## src/aos_pkg.sv

```systemverilog
// Purpose: Shared constants and types for the analog output scaler
// Assumes: 100 MHz clk_sys, Avalon-MM register access
// Notes: Limits in mV (voltage) or uA (current)
// Functional notes
// - Output count selects outputs; zero disables all
// - Each output voltage bipolar or current unipolar
// - Each output follows position or velocity
// - Linear mapping between programmed input limits
// - Outside range, hold matching analog limit
// - 14-bit code spans full 20 V/20 mA
// - Usable steps shrink with narrower ranges
// - Output moves in whole converter steps
// - Empty input range jumps initial to final
// - Latch polarity selects freeze level or never
// - Freeze within 20 us, refresh within 100 us
// - Inversion polarity selects invert level or never
// - Inversion only on voltage outputs
package aos_pkg;
    localparam int AOS_N_OUT = 2;
    localparam int AOS_IDX_W = 1;
    localparam int AOS_CODE_STEPS = 16383;
    localparam logic [13:0] AOS_CODE_MAX = 14'(AOS_CODE_STEPS);
    localparam int AOS_SPAN_UNITS = 20000;
    localparam int AOS_VOLT_OFFS = 10000;
    localparam int AOS_NUM_W = 48;
    localparam int AOS_DEN_W = 33;
    localparam int AOS_CLK_NS = 10;
    localparam int AOS_FREEZE_NS = 20000;
    localparam int AOS_FREEZE_CYC = AOS_FREEZE_NS / AOS_CLK_NS;
    localparam int AOS_REFRESH_NS = 100000;
    localparam int AOS_REFRESH_CYC = AOS_REFRESH_NS / AOS_CLK_NS;
    localparam int AOS_DIV_MAX_CYC = 60;
    localparam logic [7:0] AOS_REG_CTRL = 8'h00;
    localparam logic [7:0] AOS_REG_STATUS = 8'h04;
    localparam logic [7:0] AOS_REG_CODE0 = 8'h08;
    localparam logic [7:0] AOS_REG_CODE1 = 8'h0c;
    localparam logic [3:0] AOS_CH_CFG = 4'h0;
    localparam logic [3:0] AOS_CH_INLO = 4'h4;
    localparam logic [3:0] AOS_CH_INHI = 4'h8;
    localparam logic [3:0] AOS_CH_ANLIM = 4'hc;
    localparam int AOS_CTRL_COUNT_LSB = 0;
    localparam int AOS_CTRL_LATCH_LSB = 2;
    localparam int AOS_CTRL_INV_LSB = 4;
    localparam logic [1:0] AOS_COUNT_RST = 2'h0;
    localparam logic [13:0] AOS_REFRESH_RST = 14'h0000;

    typedef enum logic [1:0] {
        AOS_POL_NEVER = 2'b00,
        AOS_LOW_INPUT_PASSES_SETTING = 2'b01,
        AOS_LOW_INPUT_ACTS_SETTING = 2'b10
    } aos_pol_t;

    typedef enum logic [1:0] {
        AOS_S_IDLE = 2'b00,
        AOS_S_CALC = 2'b01,
        AOS_S_DIV = 2'b11,
        AOS_S_STORE = 2'b10
    } aos_fsm_t;

    typedef struct packed {
        logic currentMode;
        logic useVelocity;
        logic signed [31:0] inLo;
        logic signed [31:0] inHi;
        logic signed [15:0] anLo;
        logic signed [15:0] anHi;
    } aos_chan_t;

    typedef struct packed {
        logic read;
        logic write;
        logic [7:0] address;
        logic [31:0] writedata;
        logic [3:0] byteenable;
    } aos_avs_req_t;

    typedef struct packed {
        logic enable;
        logic currentMode;
        logic [13:0] code;
    } aos_dac_t;

    function automatic logic [13:0] aos_lim2code(input logic currentMode, input logic signed [15:0] v);
        int t;
        t = int'(v) + (currentMode ? 0 : AOS_VOLT_OFFS);
        if (t < 0) begin
            t = 0;
        end
        if (t > AOS_SPAN_UNITS) begin
            t = AOS_SPAN_UNITS;
        end
        return 14'((t * AOS_CODE_STEPS) / AOS_SPAN_UNITS);
    endfunction : aos_lim2code

    function automatic logic aos_pol_active(input aos_pol_t pol, input logic line);
        return (pol == AOS_LOW_INPUT_PASSES_SETTING) ? line :
               (pol == AOS_LOW_INPUT_ACTS_SETTING) ? !line : 1'b0;
    endfunction : aos_pol_active

    function automatic aos_pol_t aos_pol_decode(input logic [1:0] v);
        return (v == 2'b11) ? AOS_POL_NEVER : aos_pol_t'(v);
    endfunction : aos_pol_decode

    function automatic logic [31:0] aos_apply_be(input logic [31:0] old, input logic [31:0] wd,
                                                 input logic [3:0] be);
        logic [31:0] r;
        r = old;
        for (int i = 0; i < 4; i++) begin
            if (be[i]) begin
                r[i*8 +: 8] = wd[i*8 +: 8];
            end
        end
        return r;
    endfunction : aos_apply_be
endpackage : aos_pkg

```

## src/aos_divider.sv

```systemverilog
// Purpose: Serial restoring divider for the scaler
// Assumes: den nonzero when started
// Notes: done pulses AOS_NUM_W+1 cycles after start
`timescale 1ns/1ps
module aos_divider (
    // Clock and reset
    input wire logic clk_sys,
    input wire logic rst,
    input wire logic clkEn,
    // Request
    input wire logic start,
    input wire logic [aos_pkg::AOS_NUM_W-1:0] num,
    input wire logic [aos_pkg::AOS_DEN_W-1:0] den,
    // Answer
    output logic done,
    output logic [aos_pkg::AOS_NUM_W-1:0] quot
);
    import aos_pkg::*;

    typedef struct packed {
        logic busy;
        logic done;
        logic [5:0] cnt;
        logic [AOS_DEN_W:0] rem;
        logic [AOS_NUM_W-1:0] q;
        logic [AOS_DEN_W-1:0] d;
    } aos_div_st_t;

    aos_div_st_t st_r;
    aos_div_st_t st_nxt;

    always_comb begin
        logic [AOS_DEN_W:0] r;
        logic qb;
        r = '0;
        qb = 1'b0;
        st_nxt = st_r;
        st_nxt.done = 1'b0;
        if (start) begin
            st_nxt.busy = 1'b1;
            st_nxt.cnt = 6'h00;
            st_nxt.rem = '0;
            st_nxt.q = num;
            st_nxt.d = den;
        end else if (st_r.busy) begin
            r = {st_r.rem[AOS_DEN_W-1:0], st_r.q[AOS_NUM_W-1]};
            qb = (r >= {1'b0, st_r.d});
            if (qb) begin
                r = r - {1'b0, st_r.d};
            end
            st_nxt.rem = r;
            st_nxt.q = {st_r.q[AOS_NUM_W-2:0], qb};
            st_nxt.cnt = st_r.cnt + 6'h01;
            if (st_r.cnt == 6'(AOS_NUM_W - 1)) begin
                st_nxt.busy = 1'b0;
                st_nxt.done = 1'b1;
            end
        end
    end

    always_ff @(posedge clk_sys or posedge rst) begin
        if (rst) begin
            st_r <= '0;
        end else if (clkEn) begin
            st_r <= st_nxt;
        end
    end

    assign done = st_r.done;
    assign quot = st_r.q;
endmodule : aos_divider

```

## src/aos_scaler.sv

```systemverilog
// Purpose: Analog output scaler with latch and inversion control
// Assumes: position and velocity synchronous to clk_sys
// Notes: One shared divider serves outputs in turn
`timescale 1ns/1ps
module aos_scaler #(
    parameter int REFRESH_CYC = aos_pkg::AOS_REFRESH_CYC
) (
    // Clock and reset
    input wire logic clk_sys,
    input wire logic rst,
    input wire logic clkEn,
    // Register bus
    input aos_pkg::aos_avs_req_t avsReq,
    output logic [31:0] avsReadData,
    output logic avsWaitRequest,
    // Encoder values
    input wire logic signed [31:0] position,
    input wire logic signed [31:0] velocity,
    // User lines
    input wire logic latchLine,
    input wire logic invertLine,
    // Converter
    output aos_pkg::aos_dac_t [aos_pkg::AOS_N_OUT-1:0] dacOut
);
    import aos_pkg::*;

    typedef struct packed {
        logic [1:0] outCount;
        aos_pol_t latchPol;
        aos_pol_t invPol;
        aos_chan_t [AOS_N_OUT-1:0] chan;
        logic [AOS_N_OUT-1:0][13:0] dacCode;
        aos_fsm_t fsm;
        logic [AOS_IDX_W-1:0] idx;
        logic signed [31:0] xVal;
        logic [13:0] res;
        logic [13:0] codeLo;
        logic [13:0] codeHi;
        logic ack;
        logic [31:0] rdata;
        logic [13:0] refreshCnt;
    } aos_st_t;

    aos_st_t st_r;
    aos_st_t st_nxt;

    logic divStart;
    logic [AOS_NUM_W-1:0] divNum;
    logic [AOS_DEN_W-1:0] divDen;
    logic divDone;
    logic [AOS_NUM_W-1:0] divQuot;
    logic freezeAct;
    logic invAct;
    aos_chan_t curCh;
    logic signed [31:0] curX;
    logic [13:0] curLo;
    logic [13:0] curHi;
    logic [AOS_N_OUT-1:0] enVec;

    aos_divider u_div (
        .clk_sys(clk_sys),
        .rst(rst),
        .clkEn(clkEn),
        .start(divStart),
        .num(divNum),
        .den(divDen),
        .done(divDone),
        .quot(divQuot)
    );

    assign freezeAct = aos_pol_active(st_r.latchPol, latchLine);
    assign invAct = aos_pol_active(st_r.invPol, invertLine);

    assign curCh = st_r.chan[st_r.idx];
    assign curX = curCh.useVelocity ? velocity : position;
    assign curLo = aos_lim2code(curCh.currentMode, curCh.anLo);
    assign curHi = aos_lim2code(curCh.currentMode, curCh.anHi);

    always_comb begin
        logic [31:0] rd;
        logic [31:0] word;
        logic [AOS_IDX_W-1:0] chSel;
        logic chHit;
        logic [32:0] diff;
        logic [1:0] nextIdx;
        logic [13:0] outCode;
        rd = '0;
        word = '0;
        chSel = '0;
        chHit = 1'b0;
        diff = '0;
        nextIdx = '0;
        outCode = '0;
        st_nxt = st_r;
        divStart = 1'b0;
        divNum = '0;
        divDen = '0;

        // Register decode
        chHit = (avsReq.address[7:4] >= 4'h1) && (avsReq.address[7:4] <= 4'(AOS_N_OUT));
        chSel = AOS_IDX_W'(avsReq.address[7:4] - 4'h1);
        if (chHit) begin
            unique case ({avsReq.address[3:2], 2'b00})
                AOS_CH_CFG: rd = {30'h0, st_r.chan[chSel].useVelocity, st_r.chan[chSel].currentMode};
                AOS_CH_INLO: rd = st_r.chan[chSel].inLo;
                AOS_CH_INHI: rd = st_r.chan[chSel].inHi;
                AOS_CH_ANLIM: rd = {st_r.chan[chSel].anHi, st_r.chan[chSel].anLo};
                default: rd = '0;
            endcase
        end else begin
            unique case ({avsReq.address[7:2], 2'b00})
                AOS_REG_CTRL: rd = {26'h0, st_r.invPol, st_r.latchPol, st_r.outCount};
                AOS_REG_STATUS: rd = {29'h0, (st_r.fsm != AOS_S_IDLE), invAct, freezeAct};
                AOS_REG_CODE0: rd = {18'h0, st_r.dacCode[0]};
                AOS_REG_CODE1: rd = {18'h0, st_r.dacCode[1]};
                default: rd = '0;
            endcase
        end

        // Bus handshake
        if ((avsReq.read || avsReq.write) && !st_r.ack) begin
            st_nxt.ack = 1'b1;
            st_nxt.rdata = rd;
        end else if (st_r.ack) begin
            st_nxt.ack = 1'b0;
            if (avsReq.write && chHit) begin
                unique case ({avsReq.address[3:2], 2'b00})
                    AOS_CH_CFG: begin
                        word = aos_apply_be(rd, avsReq.writedata, avsReq.byteenable);
                        st_nxt.chan[chSel].currentMode = word[0];
                        st_nxt.chan[chSel].useVelocity = word[1];
                    end
                    AOS_CH_INLO: st_nxt.chan[chSel].inLo = aos_apply_be(rd, avsReq.writedata, avsReq.byteenable);
                    AOS_CH_INHI: st_nxt.chan[chSel].inHi = aos_apply_be(rd, avsReq.writedata, avsReq.byteenable);
                    AOS_CH_ANLIM: begin
                        word = aos_apply_be(rd, avsReq.writedata, avsReq.byteenable);
                        st_nxt.chan[chSel].anLo = word[15:0];
                        st_nxt.chan[chSel].anHi = word[31:16];
                    end
                    default: word = '0;
                endcase
            end else if (avsReq.write && ({avsReq.address[7:2], 2'b00} == AOS_REG_CTRL)) begin
                word = aos_apply_be(rd, avsReq.writedata, avsReq.byteenable);
                st_nxt.outCount = word[AOS_CTRL_COUNT_LSB +: 2];
                st_nxt.latchPol = aos_pol_decode(word[AOS_CTRL_LATCH_LSB +: 2]);
                st_nxt.invPol = aos_pol_decode(word[AOS_CTRL_INV_LSB +: 2]);
            end
        end

        // Conversion sequencer
        unique case (st_r.fsm)
            AOS_S_IDLE: begin
                st_nxt.idx = '0;
                if (st_r.outCount != 2'h0) begin
                    st_nxt.fsm = AOS_S_CALC;
                end
            end
            AOS_S_CALC: begin
                st_nxt.xVal = curX;
                st_nxt.codeLo = curLo;
                st_nxt.codeHi = curHi;
                if (curX >= curCh.inHi) begin
                    st_nxt.res = curHi;
                    st_nxt.fsm = AOS_S_STORE;
                end else if (curX <= curCh.inLo) begin
                    st_nxt.res = curLo;
                    st_nxt.fsm = AOS_S_STORE;
                end else begin
                    diff = 33'({curX[31], curX} - {curCh.inLo[31], curCh.inLo});
                    divNum = AOS_NUM_W'(diff) * AOS_NUM_W'(curHi - curLo);
                    divDen = 33'({curCh.inHi[31], curCh.inHi} - {curCh.inLo[31], curCh.inLo});
                    divStart = 1'b1;
                    st_nxt.fsm = AOS_S_DIV;
                end
            end
            AOS_S_DIV: begin
                if (divDone) begin
                    st_nxt.res = st_r.codeLo + divQuot[13:0];
                    st_nxt.fsm = AOS_S_STORE;
                end
            end
            AOS_S_STORE: begin
                outCode = (invAct && !st_r.chan[st_r.idx].currentMode) ? (AOS_CODE_MAX - st_r.res) : st_r.res;
                if (!freezeAct) begin
                    st_nxt.dacCode[st_r.idx] = outCode;
                end
                nextIdx = {1'b0, st_r.idx} + 2'h1;
                if (st_r.outCount == 2'h0) begin
                    st_nxt.fsm = AOS_S_IDLE;
                end else begin
                    st_nxt.idx = (nextIdx >= st_r.outCount) ? '0 : AOS_IDX_W'(nextIdx);
                    st_nxt.fsm = AOS_S_CALC;
                end
            end
        endcase

        // Refresh age
        if (freezeAct || (st_r.outCount == 2'h0) || (st_r.fsm == AOS_S_STORE)) begin
            st_nxt.refreshCnt = AOS_REFRESH_RST;
        end else if (st_r.refreshCnt != 14'h3fff) begin
            st_nxt.refreshCnt = st_r.refreshCnt + 14'h0001;
        end
    end

    always_ff @(posedge clk_sys or posedge rst) begin
        if (rst) begin
            st_r <= '0;
            st_r.outCount <= AOS_COUNT_RST;
            st_r.latchPol <= AOS_POL_NEVER;
            st_r.invPol <= AOS_POL_NEVER;
            st_r.fsm <= AOS_S_IDLE;
        end else if (clkEn) begin
            st_r <= st_nxt;
        end
    end

    assign avsReadData = st_r.rdata;
    assign avsWaitRequest = (avsReq.read || avsReq.write) && !st_r.ack;

    always_comb begin
        for (int i = 0; i < AOS_N_OUT; i++) begin
            enVec[i] = (2'(i) < st_r.outCount);
            dacOut[i].enable = enVec[i];
            dacOut[i].currentMode = st_r.chan[i].currentMode;
            dacOut[i].code = st_r.dacCode[i];
        end
    end
endmodule : aos_scaler

```

## config.mk

```make
export PLATFORM = sky130hd
export DESIGN_NAME = aos_scaler
export DESIGN_NICKNAME = d
export VERILOG_FILES = /design/src/aos_pkg.sv /design/src/aos_divider.sv /design/src/aos_scaler.sv
export SDC_FILE = /design/constraint.sdc
export NUM_CORES = 2
export LEC_CHECK = 0
export ABC_AREA = 1
export BUFFER_PORTS_ARGS = -buffer_cell sky130_fd_sc_hd__buf_4
export CAP_MARGIN = 20
export CORE_UTILIZATION = 35
export CTS_CLUSTER_DIAMETER = 30
export DETAILED_ROUTE_END_ITERATION = 16
export HOLD_SLACK_MARGIN = 0.1
export PLACE_DENSITY = 0.61
export SLEW_MARGIN = 20
export SYNTH_ARGS = -nofsm -noshare
export SYNTH_HDL_FRONTEND = slang
export SYNTH_SLANG_ARGS = --single-unit
```

## constraint.sdc

```tcl
create_clock -name clk_sys -period 79.8 [get_ports clk_sys]
set_input_delay 0 -clock clk_sys [delete_from_list [all_inputs] [get_ports clk_sys]]
set_output_delay 0 -clock clk_sys [all_outputs]
set_load 0.02 [all_outputs]
```

==> flow_summary.toml <==
[run_status]
status = "complete, no violations"

[worst_setup_path]
critPathRequiredTime_ns = 80.35
slowest_stage = "inv_1"
path_max_fanout = 182
cp-start-kind = "flip-flop"
critPathMaxStageDelay_ns = 0.84
arrival_ns = 41.55
path_common_cell = "nand2_1"
crit_path_end_kind = "flip-flop"
criticalPathCategory = "reg -> reg"

[cts]
path_clk_slew_ns = 0.05
tritoncts = "yes"
post-cts-setup-buffer-count = 0
htreeDepth = 3
clk_latency_ns = 0.73
cts_root_buf = "clkbuf_16"
cts_sinks = 416
cts_hold_buffers = 57
cts_buffer_depth = 3
numCtsBuffers = 113
cts_resized = 0

[cells_and_area]
layout.nets = 11500
area_growth_pct = 11.7
final_layout_size_suffix_gt1_frac = 0.120

[global_route]
antenna_found_initial = 3
grt_pass1_vias = 63500
grt_pass1_wl_um = 346000
grt_use_total = 0.210
grt_max_degree = 183
grt_overflow_total = 0

[die]
dieHeight_um = 453
ios = 180
die_w_um = 453
coreArea_um2 = 202000
die_area_um2 = 206000
start_util = 0.352
row_count = 165

[placed_design]
place_hpwl_um = 174000
portBuffers = 177
routabilityCongestion = 0.955

[timing]
layout_min_cycle_time_ns = 41.00
final_max_slew_viol_count = 0
rsz0062_at_grt = "false"
finalHoldViolCount = 0
setup_tns_ns = 0
setup_violations = 0
max-slew-margin-rel = 0.148
worst_pin_slew_ns = 1.27
timing.final.crit_share = 0.514
skew_ns = 0.0989
max_freq_mhz = 24.4

[logic_synthesis]
syn_area_um2 = 71300
syn_area_per_cell_um2 = 7.07
synth.most_common_cell = "nand2_1"
synthArstFlopShare = 1.00
synth_warnings = 0
ys_ff_latch = 416
ys_top_cells_by_area = "fa_1 18%, dfrtp_1 15%, nand2_1 12%"
synth-seq-area-share = 0.146
synth_top_area_frac = 0.183
netlist_instances = 10100
synth_edf_count = 0
synth_top_cell_by_area = "fa_1"
synth_flop_cell = "dfrtp_1"
synth_cell_types = 84
synthTopCellsByCount = "2276 x nand2_1, 1990 x inv_1, 677 x o21ai_0"

[hold_path]
hold_path_class = "in -> async"

[drt]
route.detailed.wl_per_inst_um = 16.7
drt-total-wl_um = 216000
first_pass_iters = 6
drt_iter0_drc = 5188
ant_nets = 0
drc = 0
vias_per_cell = 4.95
vias = 64200

[flow_run]
drv_cap = 0
==> worst paths after layout <==
| check | start | end | slack [ns] | depth (start not counted) |
|---|---|---|---|---|
| setup / recovery | st_r[121] | u_div.quot[47] | 38.80 | 238 |
| hold / removal | rst | u_div.st_r[99] | 0.04 | 3 |
| setup reg to reg | st_r[121] | u_div.quot[47] | 38.80 | 238 |
| hold reg to reg | avsReadData[9] | avsReadData[9] | 0.48 | 2 |
| max in group asynchronous | rst | st_r[166] | 76.43 | 6 |
| min in group clk_sys | avsReq[40] | avsReadData[15] | 0.13 | 5 |
==> registers in the layout (all words and copies together) (netlist names) <==
| signal | flops |
|---|---|
| st_r | 232 |
| u_div.st_r | 73 |
| u_div.quot | 48 |
| avsReadData | 32 |
| dacOut | 30 |
| u_div.done | 1 |
==> per-layer routing <==
layer	share of wire	GRT usage
met1	0.44	0.277
met5	0	0
met4	0.030	0.0631
met2	0.47	0.356
met3	0.056	0.0270
==> per-stage QoR <==
| stage | instance area (um2) | cells | util | worst slack (ns) | hold WS, ns |
|---|---|---|---|---|---|
| 2_1_floorplan | 71400 | 10100 | - | 47.34 | 0.107 |
| 3_3_place_gp | 74700 | 12700 | 0.369 | 39.66 | 0.288 |
| 3_5_place_dp | 74700 | 12700 | 0.369 | 39.30 | 0.302 |
| 4_1_cts | 79600 | 13000 | 0.393 | 39.21 | 0.103 |
| 5_1_grt | 79600 | 13000 | 0.394 | 34.88 | 0.109 |
| 6_report | 79600 | 13000 | 0.394 | 38.80 | 0.0443 |
==> worst max-delay path, delay by kind of cell (launching register included) <==
family,cells,cell delay (ns)
flops,1,0.41
fa+ha+maj,17,7.89
compound gates,37,6.95
simple gates,143,18.88
buf+inv,39,5.54
xor+xnor,2,0.75
==> placed cells by master (no fill, tap or decap), drive strengths merged, types with 10 or more instances in the layout <==
master	instances
dfrtp	416
clkbuf	146
and2	10
nor3	68
nand3	574
xnor2	96
nand3b	31
o21ai	737
xor2	213
o211ai	12
nor2	741
bufinv	25
a21o	16
a21boi	10
ha	516
or2	42
buf	248
nand4	104
fa	653
mux2	32
mux2i	63
inv	2060
a31oi	14
o221ai	12
o21a	26
nor4	17
nand2	2674
o21bai	22
clkinv	59
dlygate4sd3	58
o22ai	73
a21oi	447
conb	16
==> logic make-up (layout without fill, tap and decap cells) <==
logic type                 after synthesis  after routing  synth area share
AOI/OAI and AO/OA                     1414           1414             0.111
xor gates and xnor gates               309            309            0.0381
adders and majority gates             1169           1169             0.274
buffers and inverters                 2408           2605             0.137
DFF                                    416            416             0.146
muxes                                   95             95            0.0139
other                                    2             19          0.000105
and+or+nand+nor                       4268           4268             0.280
==> final cells by class <==
type | count | area (um2)
Clock inverter | 67 | 1150
Inverter | 2086 | 7890
Tap cell | 2672 | 3340
Sequential cell | 416 | 10400
Timing Repair Buffer | 307 | 2480
Multi-Input combinational cell | 7271 | 51200
Antenna cell | 3 | 7.51
Clock buffer | 145 | 3120
Fill cell | 21000 | 123000
Power is left out: the tool's default activity adds up to more than one toggle a clock period on the data nets, which glitch-free logic cannot reach.
